==> src/logic/smi2c_pkg.sv <==
// package: register map, fields, reset values and codes for the serial module two-wire slave
package smi2c_pkg;
  // register byte addresses (wishbone, one aligned word each)
  localparam logic [3:0] ADDR_MODE_ENABLE_CONTROL = 4'h0;
  localparam logic [3:0] ADDR_TWOWIRE_STATUS_CONTROL = 4'h4;
  localparam logic [3:0] ADDR_SHARED_DATA = 4'h8;
  localparam logic [3:0] ADDR_SLAVE_ADDRESS = 4'hC;
  // mode_enable_control fields
  localparam int MODE_MSB = 7;
  localparam int MODE_LSB = 5;
  localparam int CLKOUT_EN_BIT = 4;
  localparam int CLKOUT_SEL_MSB = 3;
  localparam int CLKOUT_SEL_LSB = 2;
  localparam int MODULE_EN_BIT = 1;
  localparam logic [7:0] MODE_ENABLE_RESET = 8'hE0;
  // twowire_status_control fields
  localparam int TC_BIT = 7;
  localparam int AM_BIT = 6;
  localparam int BB_BIT = 5;
  localparam int DIR_BIT = 4;
  localparam int ACK_BIT = 3;
  localparam int RW_BIT = 2;
  localparam int WAKE_BIT = 1;
  localparam int RXACK_BIT = 0;
  localparam logic [7:0] STATUS_RESET = 8'h81;
  localparam logic [7:0] SHARED_DATA_RESET = 8'h00;
  localparam logic [7:0] SLAVE_ADDRESS_RESET = 8'h00;
  // mode codes
  localparam logic [2:0] MODE_SPI_DIV4 = 3'h0;
  localparam logic [2:0] MODE_SPI_DIV16 = 3'h1;
  localparam logic [2:0] MODE_SPI_DIV64 = 3'h2;
  localparam logic [2:0] MODE_SPI_TBC = 3'h3;
  localparam logic [2:0] MODE_SPI_TM0 = 3'h4;
  localparam logic [2:0] MODE_SPI_SLAVE = 3'h5;
  localparam logic [2:0] MODE_TWOWIRE_SLAVE = 3'h6;
  localparam logic [2:0] MODE_UNUSED = 3'h7;
  // clock output select codes
  localparam logic [1:0] CLKOUT_SYS = 2'h0;
  localparam logic [1:0] CLKOUT_DIV4 = 2'h1;
  localparam logic [1:0] CLKOUT_DIV8 = 2'h2;
  localparam logic [1:0] CLKOUT_TM0 = 2'h3;
  // prescaler and filter sizes
  localparam int PRESC_W = 6;
  localparam logic [5:0] PRESC_DIV4_LAST = 6'h03;
  localparam logic [5:0] PRESC_DIV8_LAST = 6'h07;
  localparam logic [5:0] PRESC_DIV16_LAST = 6'h0F;
  localparam logic [5:0] PRESC_DIV64_LAST = 6'h3F;
  localparam logic [2:0] DEBOUNCE_OFF = 3'h0;
  localparam logic [2:0] DEBOUNCE_TWO = 3'h2;
  localparam logic [2:0] DEBOUNCE_FOUR = 3'h4;
  localparam logic [3:0] BIT_LAST = 4'h7;
  localparam logic [3:0] ACK_SLOT = 4'h8;
  // slave transfer states
  typedef enum logic [4:0] {
    ST_IDLE = 5'b00001,
    ST_ADDR = 5'b00010,
    ST_RX = 5'b00100,
    ST_TX = 5'b01000,
    ST_WAIT = 5'b10000
  } smi2c_state_e;
endpackage

==> src/logic/smi2c_slave.sv <==
// serial module two-wire slave with mode/enable/clock-output control and wishbone registers
//
// Function
// RULE_01: data and clock lines only pulled low or released, never driven high.
// RULE_02: no select input; device addressed only by bus address.
// RULE_03: device is only a slave, transmitting or receiving.
// RULE_04: external master makes start, stop and the serial clock.
// RULE_05: without the pin option the enable bit does nothing; pins stay I/O.
// RULE_06: build option: clock glitch filter off, 2 or 4 system clocks.
// RULE_07: mode 110 two-wire slave, 101 SPI slave, 111 unused, rest SPI master.
// RULE_08: SPI master shift clock from mode: /4, /16, /64, time-base, timer half-rate.
// RULE_09: SPI slave mode takes its shift clock from the external master.
// RULE_10: control bit 4 gates the clock-output pin.
// RULE_11: clock-output select: system, /4, /8, timer match half-rate.
// RULE_12: enable low releases all module pins and halts module activity; with control bit 4 set the clock-output pin and prescaler keep running.
// RULE_13: enable high activates the interface in the selected mode.
// RULE_14: enable rising keeps SPI control settings unchanged.
// RULE_15: enable rising keeps direction-select and ack-to-send bits.
// RULE_16: enable rising resets complete, match, busy, read/write, received-ack flags.
// RULE_17: control register bit 0 unimplemented, reads zero.
// RULE_18: shared data register carries every bus byte. The address byte is never loaded into it here.
// RULE_19: software loads the transmit byte before it is sent.
// RULE_20: received byte readable from the shared data register.
// RULE_21: complete flag low during a byte, high and interrupt at its end.
// RULE_22: address-match flag follows comparison of bus address with slave address.
// RULE_23: busy flag set on start, cleared on stop.
// RULE_24: ack-to-send bit driven on data line in the ninth clock.
// RULE_25: filtered clock changes only after the selected stable run.
// RULE_26: slave idle unless enabled and in two-wire slave mode.
`timescale 1ns/1ps
module smi2c_slave
  import smi2c_pkg::*;
#(
  parameter bit PIN_OPTION = 1'b1,
  parameter logic [2:0] DEBOUNCE_CYCLES = DEBOUNCE_OFF
) (
  // clock and reset
  input wire logic MCLK_I,
  input wire logic RST_N_I,
  // wishbone slave
  input wire logic CYC_I,
  input wire logic STB_I,
  input wire logic WE_I,
  input wire logic [3:0] ADR_I,
  input wire logic [3:0] SEL_I,
  input wire logic [31:0] DAT_I,
  output logic [31:0] DAT_O,
  output logic ACK_O,
  // two-wire bus pins, open drain
  input wire logic SCL_I,
  output logic SCL_O,
  output logic SCL_OE_O,
  input wire logic SDA_I,
  output logic SDA_O,
  output logic SDA_OE_O,
  // clock sources and clock-output pin
  input wire logic TBC_TICK_I,
  input wire logic TM0_MATCH_I,
  output logic CLOCK_OUT_PIN_O,
  // status to the rest of the chip
  output logic IRQ_PULSE_O,
  output logic SPI_SHIFT_TICK_O,
  output logic SPI_EXT_CLOCK_O
);
  logic [7:0] mode_enable_control;
  logic [7:0] shared_data;
  logic [7:0] slave_address;
  logic direction_select;
  logic ack_to_send;
  logic address_wake_enable;
  logic transfer_complete_flag;
  logic address_match_flag;
  logic bus_busy_flag;
  logic read_write_flag;
  logic received_ack_flag;
  logic [2:0] mode_field;
  logic module_enable;
  logic enable_q;
  logic enable_rise;
  logic twowire_active;
  logic wb_req;
  logic wb_write;
  logic byte_wr;
  logic [7:0] twowire_status_control;
  logic [1:0] scl_sync;
  logic [1:0] sda_sync;
  logic scl_filt;
  logic scl_prev;
  logic sda_prev;
  logic [2:0] deb_cnt;
  logic scl_rise;
  logic scl_fall;
  logic start_det;
  logic stop_det;
  smi2c_state_e state;
  logic [3:0] bit_cnt;
  logic [7:0] shift;
  logic sda_low;
  logic [PRESC_W-1:0] presc;
  logic tm0_half;
  logic clkout_div;
  logic [5:0] spi_last;

  assign mode_field = mode_enable_control[MODE_MSB:MODE_LSB];
  assign module_enable = mode_enable_control[MODULE_EN_BIT] & PIN_OPTION; // [RULE_05]
  assign twowire_active = module_enable && mode_field == MODE_TWOWIRE_SLAVE; // [RULE_07] [RULE_13]
  assign enable_rise = module_enable & ~enable_q;
  assign wb_req = CYC_I & STB_I & ~ACK_O;
  assign wb_write = wb_req & WE_I;
  assign byte_wr = wb_write & SEL_I[0];

  // single-cycle answer: ack one edge after request, dropped next cycle
  always_ff @(posedge MCLK_I or negedge RST_N_I) begin
    if (!RST_N_I) begin
      ACK_O <= 1'b0;
    end else begin
      ACK_O <= wb_req;
    end
  end

  assign twowire_status_control = {transfer_complete_flag, address_match_flag, bus_busy_flag,
    direction_select, ack_to_send, read_write_flag, address_wake_enable, received_ack_flag};

  always_ff @(posedge MCLK_I or negedge RST_N_I) begin
    if (!RST_N_I) begin
      DAT_O <= 32'h0000_0000;
    end else if (wb_req && !WE_I) begin
      case (ADR_I)
        ADDR_MODE_ENABLE_CONTROL: DAT_O <= {24'h00_0000, mode_enable_control[7:1], 1'b0}; // [RULE_17]
        ADDR_TWOWIRE_STATUS_CONTROL: DAT_O <= {24'h00_0000, twowire_status_control};
        ADDR_SHARED_DATA: DAT_O <= {24'h00_0000, shared_data}; // [RULE_20]
        ADDR_SLAVE_ADDRESS: DAT_O <= {24'h00_0000, slave_address};
        default: DAT_O <= 32'h0000_0000;
      endcase
    end
  end

  // control register; enable bit has no effect without the pin option
  always_ff @(posedge MCLK_I or negedge RST_N_I) begin
    if (!RST_N_I) begin
      mode_enable_control <= MODE_ENABLE_RESET;
    end else if (byte_wr && ADR_I == ADDR_MODE_ENABLE_CONTROL) begin
      mode_enable_control <= {DAT_I[7:2], DAT_I[MODULE_EN_BIT] & PIN_OPTION, 1'b0}; // [RULE_05] [RULE_17]
    end
  end

  always_ff @(posedge MCLK_I or negedge RST_N_I) begin
    if (!RST_N_I) begin
      enable_q <= 1'b0;
    end else begin
      enable_q <= module_enable;
    end
  end

  // shared with SPI as its second control register; untouched by enable edges
  always_ff @(posedge MCLK_I or negedge RST_N_I) begin
    if (!RST_N_I) begin
      slave_address <= SLAVE_ADDRESS_RESET;
    end else if (byte_wr && ADR_I == ADDR_SLAVE_ADDRESS) begin
      slave_address <= DAT_I[7:0]; // [RULE_14]
    end
  end

  // software control bits keep their value across enable edges
  always_ff @(posedge MCLK_I or negedge RST_N_I) begin
    if (!RST_N_I) begin
      direction_select <= STATUS_RESET[DIR_BIT];
      ack_to_send <= STATUS_RESET[ACK_BIT];
      address_wake_enable <= STATUS_RESET[WAKE_BIT];
    end else if (byte_wr && ADR_I == ADDR_TWOWIRE_STATUS_CONTROL) begin
      direction_select <= DAT_I[DIR_BIT]; // [RULE_15]
      ack_to_send <= DAT_I[ACK_BIT];
      address_wake_enable <= DAT_I[WAKE_BIT];
    end
  end

  // pin synchronisers
  always_ff @(posedge MCLK_I or negedge RST_N_I) begin
    if (!RST_N_I) begin
      scl_sync <= 2'h3;
      sda_sync <= 2'h3;
    end else begin
      scl_sync <= {scl_sync[0], SCL_I};
      sda_sync <= {sda_sync[0], SDA_I};
    end
  end

  // clock glitch filter: follow only after a stable run
  always_ff @(posedge MCLK_I or negedge RST_N_I) begin
    if (!RST_N_I) begin
      scl_filt <= 1'b1;
      deb_cnt <= 3'h0;
    end else if (DEBOUNCE_CYCLES == DEBOUNCE_OFF || scl_sync[1] == scl_filt) begin
      scl_filt <= scl_sync[1]; // [RULE_06]
      deb_cnt <= 3'h0;
    end else if (deb_cnt == DEBOUNCE_CYCLES - 3'h1) begin
      scl_filt <= scl_sync[1]; // [RULE_25]
      deb_cnt <= 3'h0;
    end else begin
      deb_cnt <= deb_cnt + 3'h1;
    end
  end

  always_ff @(posedge MCLK_I or negedge RST_N_I) begin
    if (!RST_N_I) begin
      scl_prev <= 1'b1;
      sda_prev <= 1'b1;
    end else begin
      scl_prev <= scl_filt;
      sda_prev <= sda_sync[1];
    end
  end

  assign scl_rise = scl_filt & ~scl_prev;
  assign scl_fall = ~scl_filt & scl_prev;
  assign start_det = twowire_active && scl_filt && scl_prev && sda_prev && !sda_sync[1];
  assign stop_det = twowire_active && scl_filt && scl_prev && !sda_prev && sda_sync[1];

  // transfer engine, held idle unless enabled in two-wire slave mode
  always_ff @(posedge MCLK_I or negedge RST_N_I) begin
    if (!RST_N_I) begin
      state <= ST_IDLE;
      bit_cnt <= 4'h0;
      shift <= 8'h00;
      sda_low <= 1'b0;
    end else if (!twowire_active || stop_det) begin
      state <= ST_IDLE; // [RULE_26] [RULE_12]
      bit_cnt <= 4'h0;
      sda_low <= 1'b0;
    end else if (start_det) begin
      state <= ST_ADDR; // [RULE_02]
      // all ones: the start's own clock fall wraps it to the first bit
      bit_cnt <= '1;
      sda_low <= 1'b0;
    end else begin
      case (state)
        ST_IDLE: begin
          sda_low <= 1'b0;
        end
        ST_ADDR, ST_RX: begin
          if (scl_rise && bit_cnt <= BIT_LAST) begin
            shift <= {shift[6:0], sda_sync[1]};
          end
          if (scl_fall) begin
            if (bit_cnt == BIT_LAST) begin
              // ninth clock: ack for a matching address, the ack bit for data
              if (state == ST_ADDR) begin
                sda_low <= shift[7:1] == slave_address[7:1];
              end else begin
                sda_low <= ~ack_to_send; // [RULE_24]
              end
              bit_cnt <= ACK_SLOT;
            end else if (bit_cnt == ACK_SLOT) begin
              sda_low <= 1'b0;
              bit_cnt <= 4'h0;
              if (state == ST_ADDR && !address_match_flag) begin
                state <= ST_WAIT;
              end else if (state == ST_ADDR && read_write_flag) begin
                state <= ST_TX; // [RULE_03]
                sda_low <= ~shared_data[7]; // [RULE_19] [RULE_18]
                shift <= shared_data;
              end else begin
                state <= ST_RX;
              end
            end else begin
              bit_cnt <= bit_cnt + 4'h1;
            end
          end
        end
        ST_TX: begin
          if (scl_rise && bit_cnt == ACK_SLOT && sda_sync[1]) begin
            state <= ST_WAIT; // master nack: release the line for its stop
          end
          if (scl_fall) begin
            if (bit_cnt == BIT_LAST) begin
              sda_low <= 1'b0;
              bit_cnt <= ACK_SLOT;
            end else if (bit_cnt == ACK_SLOT) begin
              // next byte: software reloads the shared data in between
              bit_cnt <= 4'h0;
              shift <= shared_data;
              sda_low <= ~shared_data[7];
            end else begin
              bit_cnt <= bit_cnt + 4'h1;
              sda_low <= ~shift[6 - bit_cnt[2:0]];
            end
          end
        end
        ST_WAIT: begin
          sda_low <= 1'b0;
        end
        default: begin
          state <= ST_IDLE;
          sda_low <= 1'b0;
        end
      endcase
    end
  end

  // flags; enable rising returns them to reset values
  always_ff @(posedge MCLK_I or negedge RST_N_I) begin
    if (!RST_N_I) begin
      transfer_complete_flag <= STATUS_RESET[TC_BIT];
      address_match_flag <= STATUS_RESET[AM_BIT];
      bus_busy_flag <= STATUS_RESET[BB_BIT];
      read_write_flag <= STATUS_RESET[RW_BIT];
      received_ack_flag <= STATUS_RESET[RXACK_BIT];
    end else if (enable_rise) begin
      transfer_complete_flag <= STATUS_RESET[TC_BIT]; // [RULE_16]
      address_match_flag <= STATUS_RESET[AM_BIT];
      bus_busy_flag <= STATUS_RESET[BB_BIT];
      read_write_flag <= STATUS_RESET[RW_BIT];
      received_ack_flag <= STATUS_RESET[RXACK_BIT];
    end else if (twowire_active) begin
      if (start_det) begin
        bus_busy_flag <= 1'b1; // [RULE_23]
      end else if (stop_det) begin
        bus_busy_flag <= 1'b0;
      end
      if (scl_fall && bit_cnt == 4'h0 && state != ST_IDLE && state != ST_WAIT) begin
        transfer_complete_flag <= 1'b0; // [RULE_21]
      end
      if (scl_fall && bit_cnt == BIT_LAST && state != ST_WAIT && state != ST_IDLE) begin
        transfer_complete_flag <= 1'b1;
        if (state == ST_ADDR) begin
          address_match_flag <= shift[7:1] == slave_address[7:1]; // [RULE_22]
          read_write_flag <= shift[0];
        end else begin
          address_match_flag <= 1'b0;
        end
      end
      if (state == ST_TX && scl_rise && bit_cnt == ACK_SLOT) begin
        received_ack_flag <= sda_sync[1];
      end
    end
  end

  // received byte lands in the shared register; it wins over a software write in the same cycle
  always_ff @(posedge MCLK_I or negedge RST_N_I) begin
    if (!RST_N_I) begin
      shared_data <= SHARED_DATA_RESET;
    end else if (twowire_active && state == ST_RX && scl_fall && bit_cnt == BIT_LAST) begin
      shared_data <= shift; // [RULE_18] [RULE_20]
    end else if (byte_wr && ADR_I == ADDR_SHARED_DATA) begin
      shared_data <= DAT_I[7:0];
    end
  end

  assign IRQ_PULSE_O = twowire_active && scl_fall && bit_cnt == BIT_LAST
    && (state == ST_RX || state == ST_TX || (state == ST_ADDR && shift[7:1] == slave_address[7:1])); // [RULE_21]

  // open drain: output level is always low, enable pulls; clock never stretched
  assign SDA_O = 1'b0; // [RULE_01]
  assign SDA_OE_O = twowire_active & sda_low; // [RULE_12]
  assign SCL_O = 1'b0;
  assign SCL_OE_O = 1'b0; // [RULE_04]

  // shared prescaler for SPI master rate and clock output
  always_ff @(posedge MCLK_I or negedge RST_N_I) begin
    if (!RST_N_I) begin
      presc <= '0;
      tm0_half <= 1'b0;
      clkout_div <= 1'b0;
    end else if (module_enable || mode_enable_control[CLKOUT_EN_BIT]) begin
      presc <= presc + 6'h01;
      if (TM0_MATCH_I) begin
        tm0_half <= ~tm0_half;
      end
      case (mode_enable_control[CLKOUT_SEL_MSB:CLKOUT_SEL_LSB]) // [RULE_11]
        CLKOUT_DIV4: clkout_div <= presc[1];
        CLKOUT_DIV8: clkout_div <= presc[2];
        CLKOUT_TM0: clkout_div <= tm0_half;
        default: clkout_div <= 1'b0;
      endcase
    end
  end

  // system-rate choice passes the clock itself, so it is gated combinationally
  assign CLOCK_OUT_PIN_O = mode_enable_control[CLKOUT_EN_BIT] &&
    (mode_enable_control[CLKOUT_SEL_MSB:CLKOUT_SEL_LSB] == CLKOUT_SYS ? MCLK_I : clkout_div); // [RULE_10]

  always_comb begin
    case (mode_field)
      MODE_SPI_DIV16: spi_last = PRESC_DIV16_LAST;
      MODE_SPI_DIV64: spi_last = PRESC_DIV64_LAST;
      default: spi_last = PRESC_DIV4_LAST;
    endcase
  end

  // SPI master rate tick for the SPI shifter outside this block
  assign SPI_SHIFT_TICK_O = module_enable && (
    (mode_field <= MODE_SPI_DIV64 && (presc & spi_last) == spi_last) ||
    (mode_field == MODE_SPI_TBC && TBC_TICK_I) ||
    (mode_field == MODE_SPI_TM0 && TM0_MATCH_I && tm0_half)); // [RULE_08]
  assign SPI_EXT_CLOCK_O = module_enable && mode_field == MODE_SPI_SLAVE; // [RULE_09]
endmodule

==> config.mk <==
export PLATFORM = sky130hd
export DESIGN_NAME = smi2c_slave
export DESIGN_NICKNAME = d
export VERILOG_FILES = /design/src/logic/smi2c_pkg.sv /design/src/logic/smi2c_slave.sv
export SDC_FILE = /design/constraint.sdc
export NUM_CORES = 1
export LEC_CHECK = 0
export CAP_MARGIN = 20
export CORE_MARGIN = 2
export CORE_UTILIZATION = 52
export CTS_CLUSTER_SIZE = 30
export DETAILED_ROUTE_END_ITERATION = 12
export DONT_BUFFER_PORTS = 1
export GPL_TIMING_DRIVEN = 0
export PLACE_DENSITY = 0.68
export SLEW_MARGIN = 20
export SYNTH_ARGS = -nofsm -noshare
export SYNTH_HDL_FRONTEND = slang
export SYNTH_SLANG_ARGS = --single-unit
==> constraint.sdc <==
create_clock -name MCLK_I -period 2.3 [get_ports MCLK_I]
set_input_delay 0.575 -clock MCLK_I [delete_from_list [all_inputs] [get_ports MCLK_I]]
set_output_delay 0.575 -clock MCLK_I [all_outputs]
set_load 0.01 [all_outputs]
==> results_dict.tcl <==
set metrics [dict create \
    status "finished with violations" \
    violations "negative hold slack, negative setup slack" \
    yosysMostFrequentCell "dfrtp_1" \
    die_w_um 92.77 \
    worstSetupPathType "reg2out" \
    die-area_sq_mm 0.008606 \
    io_buffers 0 \
    whs_ps -8.397 \
    path_cells "nand4b_1 > or3_4 > a31oi_4" \
    grt_max_degree 75 \
    r2r_start "bit_cnt[0]" \
    cp_max_fo 7 \
    core_sq_mm 0.007687 \
    initial_core_util_pct 53.30 \
    synthTopCellsByCount "61 x dfrtp_1, 35 x nand2_1, 28 x buf_4" \
    synthDistinctLibCells 58 \
    grt_pass1_wl_um 15120 \
    placed_cell_area_sq_mm 0.004323 \
    place_congestion 0.8592 \
    synth_cells 376 \
    worstPathArrival_ps 1840 \
    post-route-period-util_pct 104.9 \
    drv_slew 0 \
    rows 32 \
    startpoint_type "register" \
    n_antenna_cell 0 \
    drc_errors 0 \
    initialDrtViolationCount 181 \
    synth_seq_cells 74 \
    crit_buf_inv 0 \
    p_leak_nw 2.203 \
    fmax_mhz 414.6 \
    fin_util_pct 62.13 \
    route.antenna.remaining_nets 0 \
    cap_violations 0 \
    period_minus_slack_ps 2412 \
    vias 3000 \
    fillers 646 \
    max_stage_delay_ps 590 \
    fin_skew_ps 11.16 \
    overflow 0 \
    syn_to_final_growth_pct 16.55 \
    hold_viol 5 \
    syn_area_sq_mm 0.004098 \
    syn_area_per_cell_sq_um 10.90 \
    startpoint "mode_enable_control[7]" \
    drive_above_1_share_pct 30.86 \
    setup_viol 1 \
    clk_pin_slew_worst_paths_ps 90 \
    grt_pass1_vias 2978 \
    dp_slack_ps -114.8 \
    rsz0062_at_grt "yes" \
    synth_edf_count 0 \
    gr-usage-met1_pct 32.80 \
    clk-insertion-delay-late_ps 460 \
    wirelength_um 9338 \
    wire_per_inst_um 17.52 \
    synth_area_leader_cell "dfrtp_1" \
    power_density_mw_per_mm2 673.1 \
    crit_slowest_cell "dfstp_2" \
    ir_worst_vdd_mv 0.4369 \
    synthArstFlopShare_pct 100.0 \
    critPathTopFamily "flip-flops" \
    gr-usage-met3_pct 4.068 \
    worst_slew_pin_slew_ps 890.0 \
    required_ps 1730 \
    worst_slack_ps -111.9 \
    tns_ps -111.9 \
    holdCritPathClass "in2async" \
    nNetsFinal 479 \
    synth_top_area_share_pct 37.25 \
    busiest_layer "met2" \
    hpwl_um 6559 \
    yosysWarningCount 0 \
    synth_area_leaders "dfrtp_1 37%, dfstp_2 8.3%, mux2_2 5.8%, buf_4 5.1%, mux4_2 4.9%" \
    track_usage_pct 23.09 \
    final_area_sq_mm 0.004776 \
    dominantRegCellSynth "dfrtp_1" \
    synth_seq_area_share_pct 45.59 \
    die_h_um 92.77 \
    antenna_found_initial 0 \
    gr-usage-met2_pct 33.82 \
    tritoncts "yes" \
    maxSlewHeadroom_pct 40.21 \
    dr.pass1.iters 4 \
    num_io_pins 90 \
    critPathCaptureType "output pin" \
    vias_per_cell 5.629 \
]
[worst paths after layout]
path                                     endpoint  slack (ps)  cells past startpoint
hold / removal             mode_enable_control[3]          -8                      1
hold reg to reg                       sda_sync[1]         360                      0
setup / recovery                      IRQ_PULSE_O        -110                      3
max in group asynchronous                scl_filt        1960                      1
min in group MCLK_I                   sda_sync[0]         110                      0
setup reg to reg                          sda_low         140                      9
[cell families (layout without fill, tap and decap cells)]
group | count (synthesis) | in the layout | synth area share (%)
xor gates and xnor gates | 16 | 16 | 3.420
AOI/OAI and AO/OA | 82 | 82 | 14.38
muxes | 42 | 42 | 13.65
DFF | 74 | 74 | 45.59
buffers and inverters | 45 | 74 | 7.053
other | 1 | 27 | 0.09152
adders and majority gates | 4 | 4 | 1.221
and+or+nand+nor | 112 | 112 | 14.60
[power breakdown]
part	leakage (nW)	internal [mW]	switching (mW)	total, mW
combinational	1.14	0.200	0.172	0.372
clock	0.134	0.731	0.546	1.28
sequential	0.924	1.44	0.129	1.57
total	2.20	2.37	0.847	3.21
[area by class of cell]
| class | instances | area, sq um | area share, % |
|---|---|---|---|
| multi-input combinational | 283 | 2125 | 44.49 |
| clock inverter | 6 | 90.09 | 1.886 |
| buffer | 38 | 259.0 | 5.423 |
| tap | 102 | 127.6 | 2.672 |
| inverter | 6 | 22.52 | 0.4716 |
| timing repair buffer | 11 | 110.1 | 2.305 |
| sequential | 74 | 1873 | 39.22 |
| clock buffer | 13 | 168.9 | 3.537 |
[flip-flops by register name (all words and copies together) (netlist names), 2 cells and up]
register             cells
shared_data              8
presc                    6
slave_address            8
shift                    8
bit_cnt                  4
mode_enable_control      7
scl_sync                 2
state                    5
DAT_O                    8
sda_sync                 2
[timing repair]
item / CTS / global route
pin swaps: 6 / 7
hold endpoints to repair: 74 / 0
hold buffers: 1 / 0
buffers inserted: 7 / 3
setup endpoints to repair: 18 / 6
gates resized for setup: 12 / 10
[cells in the final DEF (no fill, tap or decap), types with 8 or more instances in the layout]
cell type / count
mux4_2: 9
xor2_1: 9
dfstp_2: 13
a22o_1: 8
a21oi_1: 8
o22ai_1: 8
clkbuf_8: 12
mux2_2: 21
dfrtp_1: 57
buf_4: 35
nand2_1: 35
nor2_1: 21
conb_1: 27
nand3_1: 8
o21ai_0: 26
mux2i_1: 12
[stage by stage]
stage | cells | power (mW)
floorplan | 402 | 1.829
global placement | 504 | 1.898
detailed placement | 504 | 1.913
CTS | 530 | 3.208
global route | 533 | 3.345
finish | 533 | 3.214
[metal layers]
metal  share of wire, %  vias up  wire length [um]
li1                   -     1415                 -
met1                 46     1466              4338
met2                 45      104              4193
met3                6.5       15               611
met4                2.1        0               195
met5                  0        -                 0
No activity file was read; power rests on OpenSTA's default activity.
